## src/gpio_port_map.vh

```
// Register map, reset values and field positions for the eight-bit I/O port.
// Included by the port register design file only; definitions only.
`ifndef GPIO_PORT_MAP_VH
`define GPIO_PORT_MAP_VH

// Byte addresses, compared on the low sixteen address bits
`define PORT_DIRECTION_ADDR     16'hffd1
`define PORT_OUTPUT_LATCH_ADDR  16'hffd3
`define PORT_ADDR_CMP_BITS      16

// Reset values and the direction read value
`define DIRECTION_RESET_MODE1   8'h00
`define DIRECTION_RESET_MODE3   8'h80
`define LATCH_RESET             8'h00
`define DIRECTION_READ_VALUE    8'hff

// Field positions
`define PIN_SEVEN_BIT           7

// Answer to an unmapped read
`define UNMAPPED_READ_VALUE     32'h0000_0000

`endif

```

## src/port_pin_cell.v

```verilog
// One port pin: output enable, driven level and read-back selection.
// Assumes the direction and latch bits come from registers in the parent.
`timescale 1ns/1ps
module port_pin_cell (
  // Clock and reset
  input  wire clk_in,
  input  wire nrst_in,
  // Register bits
  input  wire direction_bit_in,
  input  wire latch_bit_in,
  // Pin
  input  wire pin_level_in,
  output reg  pin_out,
  output reg  pin_oe_out,
  // Read-back
  output wire read_bit_out
);

  // Output pins read the latch, input pins read the pin level
  assign read_bit_out = direction_bit_in ? latch_bit_in
                                         : pin_level_in;

  always @(posedge clk_in) begin
    if (!nrst_in) begin
      pin_out    <= 1'b0;
      pin_oe_out <= 1'b0;
    end else begin
      pin_oe_out <= direction_bit_in;
      pin_out    <= latch_bit_in;
    end
  end

endmodule

```

## src/eight_bit_io_port_regs.v

```verilog
// Eight-bit general-purpose I/O port with direction and output latch
// registers on an Avalon-MM slave.
// Assumes pins are synchronous to clk_in and mode_three_in is static.
`timescale 1ns/1ps
`include "gpio_port_map.vh"
module eight_bit_io_port_regs #(
  parameter WIDTH = 8
) (
  // Clock and reset
  input  wire             clk_in,
  input  wire             nrst_in,
  // Operating state
  input  wire             mode_three_in,
  input  wire             hw_standby_in,
  input  wire             sw_standby_in,
  // Avalon-MM slave
  input  wire [31:0]      avs_address_in,
  input  wire             avs_read_in,
  input  wire             avs_write_in,
  input  wire [3:0]       avs_byteenable_in,
  input  wire [31:0]      avs_writedata_in,
  output reg  [31:0]      avs_readdata_out,
  output reg              avs_waitrequest_out,
  // Port pins
  input  wire [WIDTH-1:0] port_pin_in,
  output wire [WIDTH-1:0] port_pin_out,
  output wire [WIDTH-1:0] port_pin_oe_out
);

  reg  [WIDTH-1:0] port_direction_q;
  reg  [WIDTH-1:0] port_output_latch_q;
  reg              ack_q;
  wire [WIDTH-1:0] port_read_value;
  wire [15:0]      low_addr;
  wire             hit_direction;
  wire             hit_latch;
  wire [1:0]       lane;
  wire             lane_enabled;
  wire [WIDTH-1:0] lane_data;
  wire             access;
  wire             accept;
  wire [WIDTH-1:0] direction_reset;

  assign low_addr      = avs_address_in[`PORT_ADDR_CMP_BITS-1:0];
  assign hit_direction = (low_addr == `PORT_DIRECTION_ADDR);
  assign hit_latch     = (low_addr == `PORT_OUTPUT_LATCH_ADDR);
  // Byte addresses select a lane of the 32-bit data bus
  assign lane          = avs_address_in[1:0];
  assign lane_enabled  = avs_byteenable_in[lane];
  assign lane_data     = avs_writedata_in[lane*8 +: WIDTH];
  assign access        = avs_read_in | avs_write_in;
  // One wait cycle, then the request is taken
  assign accept        = access & ack_q;

  assign direction_reset = mode_three_in ? `DIRECTION_RESET_MODE3
                                         : `DIRECTION_RESET_MODE1;

  // Reset and hardware standby both initialise; software standby keeps all
  always @(posedge clk_in) begin
    if (!nrst_in || hw_standby_in) begin
      port_direction_q    <= direction_reset;
      port_output_latch_q <= `LATCH_RESET;
    end else if (accept && avs_write_in && lane_enabled &&
                 !sw_standby_in) begin
      if (hit_direction) begin
        port_direction_q <= lane_data;
        if (mode_three_in)
          port_direction_q[`PIN_SEVEN_BIT] <= 1'b1;
      end
      if (hit_latch)
        port_output_latch_q <= lane_data;
    end
  end

  always @(posedge clk_in) begin
    if (!nrst_in) begin
      ack_q               <= 1'b0;
      avs_waitrequest_out <= 1'b1;
      avs_readdata_out    <= `UNMAPPED_READ_VALUE;
    end else begin
      ack_q               <= access & ~ack_q;
      avs_waitrequest_out <= ~(access & ~ack_q);
      if (avs_read_in && !ack_q) begin
        avs_readdata_out <= `UNMAPPED_READ_VALUE;
        if (hit_direction)
          avs_readdata_out[lane*8 +: WIDTH] <=
            `DIRECTION_READ_VALUE;
        else if (hit_latch)
          avs_readdata_out[lane*8 +: WIDTH] <= port_read_value;
      end
    end
  end

  genvar i;
  generate
    for (i = 0; i < WIDTH; i = i + 1) begin : g_pin
      port_pin_cell u_cell (
        .clk_in           (clk_in),
        .nrst_in          (nrst_in),
        .direction_bit_in (port_direction_q[i]),
        .latch_bit_in     (port_output_latch_q[i]),
        .pin_level_in     (port_pin_in[i]),
        .pin_out          (port_pin_out[i]),
        .pin_oe_out       (port_pin_oe_out[i]),
        .read_bit_out     (port_read_value[i])
      );
    end
  endgenerate

endmodule

```

## config.mk

```make
export PLATFORM = sky130hd
export DESIGN_NAME = eight_bit_io_port_regs
export DESIGN_NICKNAME = d
export VERILOG_FILES = /design/src/port_pin_cell.v /design/src/eight_bit_io_port_regs.v
export VERILOG_INCLUDE_DIRS = /design/src
export SDC_FILE = /design/constraint.sdc
export NUM_CORES = 1
export LEC_CHECK = 0
export BUFFER_PORTS_ARGS = -buffer_cell sky130_fd_sc_hd__buf_2
export CAP_MARGIN = 20
export CELL_PAD_IN_SITES_DETAIL_PLACEMENT = 1
export CELL_PAD_IN_SITES_GLOBAL_PLACEMENT = 1
export CORE_MARGIN = 8
export CORE_UTILIZATION = 34
export DETAILED_ROUTE_END_ITERATION = 7
export PLACE_DENSITY = 0.82
export SLEW_MARGIN = 25
export SYNTH_ARGS = -nofsm -noshare
export SYNTH_HDL_FRONTEND = slang
export SYNTH_HIERARCHICAL = 1
export SYNTH_SLANG_ARGS = --single-unit
```

## constraint.sdc

```tcl
create_clock -name clk_in -period 2.7 [get_ports clk_in]
set_input_delay 0.54 -clock clk_in [delete_from_list [all_inputs] [get_ports clk_in]]
set_output_delay 0.54 -clock clk_in [all_outputs]
set_load 0.005 [all_outputs]
```

======== Word-level counts from Yosys, hierarchy flattened ========
Cells that the tools add are included.
word-level totals
  flip-flop bits (word level) ............. 66
  output and inout bits ................... 49
  logic and storage cells ................. 65
operators by class
  $add $sub $neg .......................... 1
  $lt $le $gt $ge ......................... 1
  equal/unequal tests ..................... 2
  shift operators ......................... 4
  muxes and demuxes ....................... 17
  bitwise operators ....................... 7
  reduce and logical (&&, ||, !) cells .... 12
operator list
  cell                                                                            number
  32-bit bitwise AND                                                              2
  32-bit two-way mux                                                              2
  5-bit negator with 34-bit output                                                1
  8-bit by 34-bit variable shift with 32-bit output (first input constant)        1
  8-bit by 34-bit variable part select with 32-bit output                         1
  8-bit by 34-bit variable part select with 32-bit output (first input constant)  1
  16-bit == test (second input constant)                                          2
  8-bit two-way mux                                                               4
  32-bit by 6-bit variable part select with 8-bit output                          1
  1-bit two-way mux                                                               10
  1-bit logical AND                                                               4
  2-bit AND reduction                                                             2
  2-bit nonzero test                                                              2
  1-bit zero test                                                                 3
  2-bit by 3-bit < comparator with 1-bit output (second input constant)           1
  1-bit bitwise AND                                                               2
  1-bit binary-select mux with 2-bit select                                       1
  1-bit NOT                                                                       2
  1-bit logical OR                                                                1
  1-bit bitwise OR                                                                1

======== Logic depth before layout (Yosys ltp) ========
Gate-level depths: netlist of run 1.
  depth after elaboration ................. 7
  depth in mapped cells ................... 8

======== Modules after synthesis ========
The synthesis of run 1 kept the hierarchy.
modules (own cells, without submodules)
  module                  instances  cells an instance  area an instance (um2)  seq. area each (um2)
  eight_bit_io_port_regs  1          237                2364.8                  1081.0
  port_pin_cell           8          5                  68.8                    40.0

======== Worst setup path before layout of run 1 ========
No wires, ideal clock.
  path type ............................... input-to-reg
  start point ............................. input port avs_address_in[2]
  end point ............................... register port_direction_q[0] (enable)
  library setup time ...................... 384 ps
  arrival time ............................ 1806 ps
  slack ................................... 510 ps
  stages .................................. 4
  buffers on the path ..................... 0
  cells stage by stage .................... nand4b_4 -> nor4_2 -> nand2_1 -> o21ai_0
between the ends
  word-level cells in the longest chain between the ends .. 3
ends and longest elaborated chain
  item                                  RTL line                     text
  start, declared                       eight_bit_io_port_regs.v:17  input wire [31:0] avs_address_in,
  16-bit == test (no source line)       n/a
  2-bit nonzero test (no source line)   n/a
  2-bit AND reduction (no source line)  n/a
  end signal, assigned                  eight_bit_io_port_regs.v:61  port_direction_q <= direction_reset;
  end signal, assigned                  eight_bit_io_port_regs.v:66  port_direction_q <= lane_data;
  end, declared                         eight_bit_io_port_regs.v:30  reg [WIDTH-1:0] port_direction_q;
No other way between the ends.
A chain may end at the register's enable or synchronous reset.

======== Worst setup path after layout of run 1 ========
  start point ............................. input port avs_address_in[1]
  end point ............................... register avs_readdata_out[18]
between the ends
  word-level cells in the longest chain between the ends .. 5
  elaborated cells between the ends (all ways) .. 10
ends and longest elaborated chain
  item                                                                                                                          RTL line                     text
  5-bit negator with 34-bit output                                                                                              eight_bit_io_port_regs.v:89  avs_readdata_out[lane*8 +: WIDTH] <= port_read_value;
  8-bit by 34-bit variable part select with 32-bit output or 8-bit by 34-bit variable shift with 32-bit output (tied branches)  eight_bit_io_port_regs.v:89
  32-bit bitwise AND (no source line)                                                                                           n/a
  32-bit two-way mux                                                                                                            eight_bit_io_port_regs.v:88  else if (hit_latch)
  32-bit two-way mux *                                                                                                          eight_bit_io_port_regs.v:85  if (hit_direction)
  end signal, assigned                                                                                                          eight_bit_io_port_regs.v:84  avs_readdata_out <= `UNMAPPED_READ_VALUE;
  end signal, assigned by index                                                                                                 eight_bit_io_port_regs.v:86  avs_readdata_out[lane*8 +: WIDTH] <=
  end signal, assigned by index                                                                                                 eight_bit_io_port_regs.v:89
  end, declared                                                                                                                 eight_bit_io_port_regs.v:22  output reg [31:0] avs_readdata_out,
Every way passes the cells marked *; elsewhere a longest branch is shown, timed or not.

==> impl_metrics.env, run 1 <==
export IMPL_synth_nets=366
export IMPL_cp_end_kind="flop"
export IMPL_rows=33
export IMPL_place_gp_congestion=0.781
export IMPL_hpwl_um=6970
export IMPL_synth_seq_area_share_pct=48.1
export IMPL_clockBufferDepth=2
export IMPL_avgSynthCellArea_um2=10.5
export IMPL_register_area_um2=1400
export IMPL_powerDensity_nw_per_um2=566
export IMPL_ys_warn_count=6
export IMPL_power_mw=2.15
export IMPL_critical_path_class="in2reg"
export IMPL_post_cts_resized=0
export IMPL_antenna_found_initial=0
export IMPL_arrival_ps=2360
export IMPL_netlist_area_leader_share_pct=39.8
export IMPL_ant_nets=0
export IMPL_grt_max_degree=50
export IMPL_synth_edf_count=8
export IMPL_drive_above_1_share_pct=43.0
export IMPL_tightest_slew_ps=699
export IMPL_finClkSkew_ps=9.24
export IMPL_slew_viol_final=0
export IMPL_nFillCells=969
export IMPL_netlist_top_cells_area="dfxtp_1 (40%), edfxtp_1 (8.2%), mux4_2 (7.0%), mux2_4 (4.1%), o21ai_0 (3.9%)"
export IMPL_setup_viol=0
export IMPL_clkTransAtPathRegs_ps=70
export IMPL_grt_pass1_vias=2769
export IMPL_worst_path_max_fanout=13
export IMPL_post_cts_buffers=0
export IMPL_dr_pass1_iters=4
export IMPL_rsz0062_at_grt="no"
export IMPL_h_tree_depth=3
export IMPL_holdBufCountCts=0
export IMPL_synth_area_um2=2920
export IMPL_core_area_um2=8260
export IMPL_fin_crit_ps=2100
export IMPL_yosys_area_top_type="dfxtp_1"
export IMPL_multi_input_area_um2=1390
export IMPL_grt_usage_pct=15.8
export IMPL_fmax_mhz=476
export IMPL_num_io_pins=132
export IMPL_ys_seq_elements=66
export IMPL_p_leak_nw=1.74
export IMPL_whs_ps=470
export IMPL_insertion_delay_ps=340
export IMPL_peakVddDrop_uv=226
export IMPL_vias=2569
export IMPL_area_delta_synth_final_pct=30.5
export IMPL_cts_buffers=9
export IMPL_drt_iter0_markers=78
export IMPL_grt_pass1_wl_um=14300
export IMPL_yosys_top_cells_count="dfxtp_1 (58), o21ai_0 (23), nand2_1 (21)"
export IMPL_synthFlopType="dfxtp_1"
export IMPL_slew_headroom_pct=53.2
export IMPL_finalSetupTns_ps=0
export IMPL_die_width_um=109
export IMPL_cp_required_ps=2960
export IMPL_cts_sinks=66
export IMPL_cts_tree="built"
export IMPL_hold_viol=0
export IMPL_die_h_um=109
export IMPL_synthArstFlopShare_pct=0
export IMPL_drc=0
export IMPL_syn_inst=277
export IMPL_grt_ovfl_total=0
export IMPL_utilization_pct=46.1
export IMPL_cp_start_kind="input pin"
export IMPL_status="completed"
export IMPL_synth_cell_types=37
export IMPL_fin_crit_sh_pct=77.8
export IMPL_root_buffer="clkbuf_8"
export IMPL_port_buffers=115
export IMPL_worst_hold_path_type="reg2reg"
export IMPL_final_cells=507
export IMPL_synth_most_common_cell="dfxtp_1"
export IMPL_viasPerCell=5.07
export IMPL_diodes=0
export IMPL_place_inst=491
export IMPL_die_area_um2=11800
export IMPL_start_util_pct=35.3
export IMPL_maxCapViolCount=0
export IMPL_wl_per_cell_um=18.0
export IMPL_nets=486
export IMPL_routed_wl_um=9130
==> metrics by stage <==
step | setup WS [ps] | area [µm²]
2_1_floorplan | 510 | 2920
3_3_place_gp | 473 | 3620
3_5_place_dp | 266 | 3620
4_1_cts | 625 | 3800
5_1_grt | 431 | 3800
6_report | 598 | 3800
==> final timing paths <==
check                        from  slack [ps]              endpoint  cells past startpoint
max             avs_address_in[1]         600  avs_readdata_out[18]                      7
min          avs_readdata_out[23]         470  avs_readdata_out[23]                      2
max reg2reg                 ack_q        1240  avs_readdata_out[26]                      4
min reg2reg  avs_readdata_out[23]         470  avs_readdata_out[23]                      2
==> registers in the layout, summed over array words and instances (netlist names) <==
signal                   cells
avs_waitrequest_out          1
port_direction_q             8
g_pin.u_cell/pin_out         8
avs_readdata_out            32
port_output_latch_q          8
ack_q                        1
g_pin.u_cell/pin_oe_out      8
==> routing by layer <==
| metal | up-vias | global-route usage [%] | routed length (µm) | part of all wire [%] |
|---|---|---|---|---|
| met2 | 79 | 28.9 | 4880 | 54 |
| met3 | 11 | 4.40 | 517 | 5.7 |
| met1 | 1241 | 16.9 | 3590 | 39 |
| met5 | - | 0 | 0 | 0 |
| met4 | 0 | 5.47 | 140 | 1.5 |
| li1 | 1238 | - | - | - |
==> critical path: stages <==
cell and delay [ps]:
buf_2 300, inv_1 140, ha_1 320, nand2_1 60, nor4_1 400, nand3_1 370, o22ai_1 210
==> layout by cell type (no fill, tap or decap), types with 6 or more instances in the layout <==
cell      instances
a21oi_1          16
and2_1            8
and2_2            8
buf_2           115
buf_4            10
clkbuf_8         11
dfxtp_1          58
edfxtp_1          8
ha_1              6
inv_1            11
mux2_4            8
mux2i_1           8
mux4_2            9
nand2_1          21
nand3_1          12
nand4b_1          9
nor2_1           18
o211ai_1          6
o21ai_0          23
o22ai_1           6
==> where the power goes <==
part           internal (mW)  total (mW)  switching [mW]
logic                  0.147       0.297           0.151
registers               1.05        1.07          0.0271
clock network          0.386       0.783           0.397
==> cell families (layout without fill, tap and decap cells) <==
group / after synthesis / count (layout) / share of synthesized area [%]
simple gates: 97 / 97 / 20.6
flops: 66 / 66 / 48.1
compound gates: 56 / 56 / 10.7
buf+inv: 27 / 152 / 4.29
mux: 25 / 25 / 13.8
fa+ha+maj: 6 / 6 / 2.58
==> layout make-up <==
| cell class | instances | share of cell area (%) |
|---|---|---|
| Tap cell | 105 | 3.45 |
| Timing Repair Buffer | 125 | 17.1 |
| Clock buffer | 11 | 3.98 |
| Clock inverter | 5 | 0.987 |
| Inverter | 11 | 1.09 |
| Multi-Input combinational cell | 184 | 36.6 |
| Sequential cell | 66 | 36.8 |
No activity file was read; power rests on OpenSTA's default activity.
==> run 2: changes to the inputs <==
Clock period 2.7 ns to 2.16 ns, I/O delays scaled along.
==> impl_metrics.env, run 2 (same netlist as run 1, synthesis figures left out) <==
export IMPL_num_io_pins=132
export IMPL_rsz0062_at_grt="no"
export IMPL_post_cts_resized=0
export IMPL_largest_reg_flops=32
export IMPL_whs_ps=374
export IMPL_critical_path_class="in2reg"
export IMPL_cp_end_kind="flop"
export IMPL_grt_usage_pct=15.8
export IMPL_clkTransAtPathRegs_ps=70
export IMPL_start_util_pct=35.3
export IMPL_p_clk_share_pct=37.3
export IMPL_maxCapViolCount=0
export IMPL_fin_crit_ps=1910
export IMPL_vias=2565
export IMPL_finClkSkew_ps=5.75
export IMPL_p_switching_mw=0.687
export IMPL_dr_pass1_iters=5
export IMPL_cp_required_ps=2420
export IMPL_tightest_slew_ps=1000
export IMPL_wl_per_cell_um=17.8
export IMPL_hpwl_um=7180
export IMPL_post_cts_buffers=0
export IMPL_grt_pass1_wl_um=14400
export IMPL_internal_power_mw=2.05
export IMPL_rows=33
export IMPL_die_h_um=109
export IMPL_viasPerCell=5.03
export IMPL_powerDensity_nw_per_um2=713
export IMPL_setup_slack_ps=250
export IMPL_fmax_mhz=523
export IMPL_die_area_um2=11800
export IMPL_routed_wl_um=9080
export IMPL_place_gp_congestion=0.804
export IMPL_area_delta_synth_final_pct=31.7
export IMPL_regMostFlops="avs_readdata_out"
export IMPL_grt_max_degree=38
export IMPL_clockBufferDepth=2
export IMPL_root_buffer="clkbuf_8"
export IMPL_setup_viol=0
export IMPL_grt_ovfl_total=0
export IMPL_insertion_delay_ps=330
export IMPL_ant_nets=0
export IMPL_fin_crit_sh_pct=88.4
export IMPL_die_width_um=109
export IMPL_holdBufCountCts=0
export IMPL_cts_buffers=9
export IMPL_cts_sinks=66
export IMPL_final_cell_mix="buf_2 (115), dfxtp_1 (58), o21ai_0 (23)"
export IMPL_cts_tree="built"
export IMPL_pwr_share_comb_pct=13.7
export IMPL_worst_hold_path_type="in2reg"
export IMPL_slew_headroom_pct=33.2
export IMPL_arrival_ps=2170
export IMPL_drc=0
export IMPL_drive_above_1_share_pct=43.5
export IMPL_p_leak_nw=1.76
export IMPL_port_buffers=115
export IMPL_final_common_cell="buf_2"
export IMPL_slew_viol_final=0
export IMPL_antenna_found_initial=0
export IMPL_cp_start_kind="input pin"
export IMPL_hold_viol=0
export IMPL_grt_pass1_vias=2863
export IMPL_h_tree_depth=3
export IMPL_switching_share_pct=25.1
export IMPL_core_area_um2=8260
export IMPL_nets=490
export IMPL_drt_iter0_markers=58
export IMPL_diodes=0
export IMPL_place_ws_ps=-159
export IMPL_peakVddDrop_uv=290
export IMPL_status="completed"
export IMPL_seq_power_share_pct=49.0
export IMPL_worst_path_max_fanout=8
## run 2: cell count changes in the layout (fill, tap and decap cells not counted), sizes merged
cell / change
buf: +4
bufinv: +1
clkbuf: -1
inv: -1
## run 2: area by class of cell
type	count	area [µm²]
Clock buffer	10	138
Clock inverter	5	55.1
Fill cell	977	4420
Inverter	11	41.3
Multi-Input combinational cell	184	1390
Sequential cell	66	1400
Tap cell	105	131
Timing Repair Buffer	129	681
## run 2: power groups by stage
stage / combinational (mW) / sequential (mW) / clock (mW)
6_report: 0.374 / 1.34 / 1.02
5_1_grt: 0.414 / 1.35 / 1.11
4_1_cts: 0.383 / 1.34 / 1.05
3_5_place_dp: 0.382 / 1.37 / 0
3_3_place_gp: 0.366 / 1.36 / 0
2_1_floorplan: 0.190 / 1.37 / 0
## run 2: path summary, 6_finish.rpt
check | start | end | slack, ps | cells after the start
max | avs_address_in[0] | port_output_latch_q[6] | 250 | 6
min | nrst_in | g_pin[6].u_cell/pin_out | 370 | 2
max reg2reg | ack_q | port_output_latch_q[6] | 510 | 3
min reg2reg | avs_readdata_out[8] | avs_readdata_out[8] | 470 | 2
## run 2: worst max-delay path: stages
cell      delay [ps]
buf_2            120
ha_1             180
nand3b_1         130
nor4_4           180
nor2b_1          830
mux2i_1          280
## run 2: per-layer routing
layer  vias up  GRT usage, %  part of all wire (%)  routed length, µm
met5         -             0                     0                  0
met4         0          5.87                   1.4                124
li1       1240             -                     -                  -
met3         9          4.76                   5.5                502
met2        70          28.9                    55               4970
met1      1246          16.6                    38               3480
## run 2: per-stage QoR
step	setup TNS (ps)	std cells	instance area [µm²]	util, %	power, mW
CTS	0	510	3840	46.5	2.77
floorplan	0	277	2920	-	1.56
global route	0	510	3840	46.5	2.87
global placement	-455	495	3650	44.2	1.73
finish	0	510	3840	46.5	2.74
detailed placement	-1390	495	3650	44.2	1.75
==> run 3: changes to the inputs <==
Settings changed: CORE_UTILIZATION 34 to 36, CTS_BUF_LIST set to sky130_fd_sc_hd__clkbuf_8, GPL_ROUTABILITY_DRIVEN set to 0, PLACE_DENSITY 0.82 to 0.86.
==> impl_metrics.env, run 3 (same netlist as run 1, synthesis figures left out) <==
export IMPL_port_buffers=115
export IMPL_cts_sinks=66
export IMPL_grt_max_degree=50
export IMPL_critical_path_class="in2reg"
export IMPL_largest_reg_flops=32
export IMPL_grt_pass1_vias=2730
export IMPL_h_tree_depth=3
export IMPL_place_ws_ps=66.0
export IMPL_internal_power_mw=2.08
export IMPL_routed_wl_um=8550
export IMPL_power_mw=2.78
export IMPL_whs_ps=355
export IMPL_nFillCells=968
export IMPL_drive_above_1_share_pct=43.5
export IMPL_insertion_delay_ps=340
export IMPL_cp_end_kind="flop"
export IMPL_slew_viol_final=0
export IMPL_finalSetupTns_ps=0
export IMPL_peakVddDrop_uv=331
export IMPL_cts_tree="built"
export IMPL_p_switching_mw=0.694
export IMPL_final_cell_mix="buf_2 (115), dfxtp_1 (58), o21ai_0 (23)"
export IMPL_wl_per_cell_um=16.8
export IMPL_powerDensity_nw_per_um2=723
export IMPL_regMostFlops="avs_readdata_out"
export IMPL_setup_slack_ps=371
export IMPL_ant_nets=0
export IMPL_seq_power_share_pct=48.3
export IMPL_finClkSkew_ps=6.10
export IMPL_dr_pass1_iters=4
export IMPL_rrSetupSlack_ps=700
export IMPL_final_common_cell="buf_2"
export IMPL_nets=489
export IMPL_rows=33
export IMPL_grt_ovfl_total=0
export IMPL_rsz0062_at_grt="no"
export IMPL_setup_viol=0
export IMPL_switching_share_pct=25.0
export IMPL_cp_start_kind="input pin"
export IMPL_grt_usage_pct=15.2
export IMPL_post_cts_buffers=0
export IMPL_num_io_pins=132
export IMPL_fmax_mhz=559
export IMPL_fin_crit_ps=1790
export IMPL_p_leak_nw=1.77
export IMPL_grt_pass1_wl_um=13500
export IMPL_area_delta_synth_final_pct=31.8
export IMPL_worst_path_max_fanout=6
export IMPL_die_area_um2=11200
export IMPL_die_width_um=106
export IMPL_viasPerCell=5.04
export IMPL_cts_buffers=9
export IMPL_diodes=0
export IMPL_core_area_um2=8050
export IMPL_root_buffer="clkbuf_8"
export IMPL_worst_hold_path_type="in2reg"
export IMPL_fin_crit_sh_pct=82.8
export IMPL_post_cts_resized=0
export IMPL_arrival_ps=2040
export IMPL_drc=0
export IMPL_slew_headroom_pct=49.9
export IMPL_place_area_um2=3640
export IMPL_drt_iter0_markers=138
export IMPL_p_clk_share_pct=38.4
export IMPL_stdcell_area_um2=3840
export IMPL_tightest_slew_ps=749
export IMPL_place_inst=494
export IMPL_status="completed"
export IMPL_clkTransAtPathRegs_ps=70
export IMPL_pwr_share_comb_pct=13.3
export IMPL_hpwl_um=6730
export IMPL_antenna_found_initial=0
export IMPL_hold_viol=0
export IMPL_utilization_pct=47.7
export IMPL_maxCapViolCount=0
export IMPL_cp_required_ps=2410
export IMPL_die_h_um=106
export IMPL_clockBufferDepth=2
export IMPL_final_cells=510
export IMPL_holdBufCountCts=0
export IMPL_vias=2571
export IMPL_start_util_pct=36.2
## run 3: cell types whose count changed in the layout (fill, tap and decap cells not counted), sizes merged
| cell | delta |
|---|---|
| buf | -1 |
| clkbuf | +1 |
| clkinv | +1 |
| clkinvlp | -1 |
## run 3: final cells by class
cell class | count | area [µm²] | share of cell area [%]
multi-input cells | 184 | 1390 | 36.2
clock inverters | 5 | 52.6 | 1.37
flip-flops and latches | 66 | 1400 | 36.5
well taps | 105 | 131 | 3.42
inverters | 11 | 41.3 | 1.07
clock buffers | 11 | 151 | 3.94
repair buffers | 128 | 673 | 17.5
## run 3: final timing paths
kind / startpoint / endpoint / cells after the start
worst max-delay path: avs_address_in[0] / avs_readdata_out[18] / 7
worst min-delay path: mode_three_in / port_direction_q[7] / 2
worst max register to register: ack_q / avs_readdata_out[5] / 4
worst min register to register: avs_readdata_out[12] / avs_readdata_out[12] / 2
## run 3: routing by layer
| metal | up-vias | wire length [µm] | global-route usage [%] |
|---|---|---|---|
| met1 | 1228 | 3370 | 16.0 |
| met5 | - | 0 | 0 |
| met4 | 0 | 206 | 7.74 |
| met2 | 82 | 4420 | 27.0 |
| li1 | 1247 | - | - |
| met3 | 14 | 555 | 4.72 |
## run 3: power groups by stage
stage,clock [mW],sequential [mW],combinational [mW]
after floorplan,0,1.37,0.190
after global placement,0,1.36,0.361
after detailed placement,0,1.37,0.375
after CTS,1.09,1.34,0.377
after global routing,1.15,1.35,0.407
final,1.07,1.34,0.369
## run 3: critical path, stage by stage
cell and delay [ps]:
buf_2 150, inv_1 110, ha_1 320, nand2_1 60, nor4_1 390, nand3_1 350, o22ai_1 210
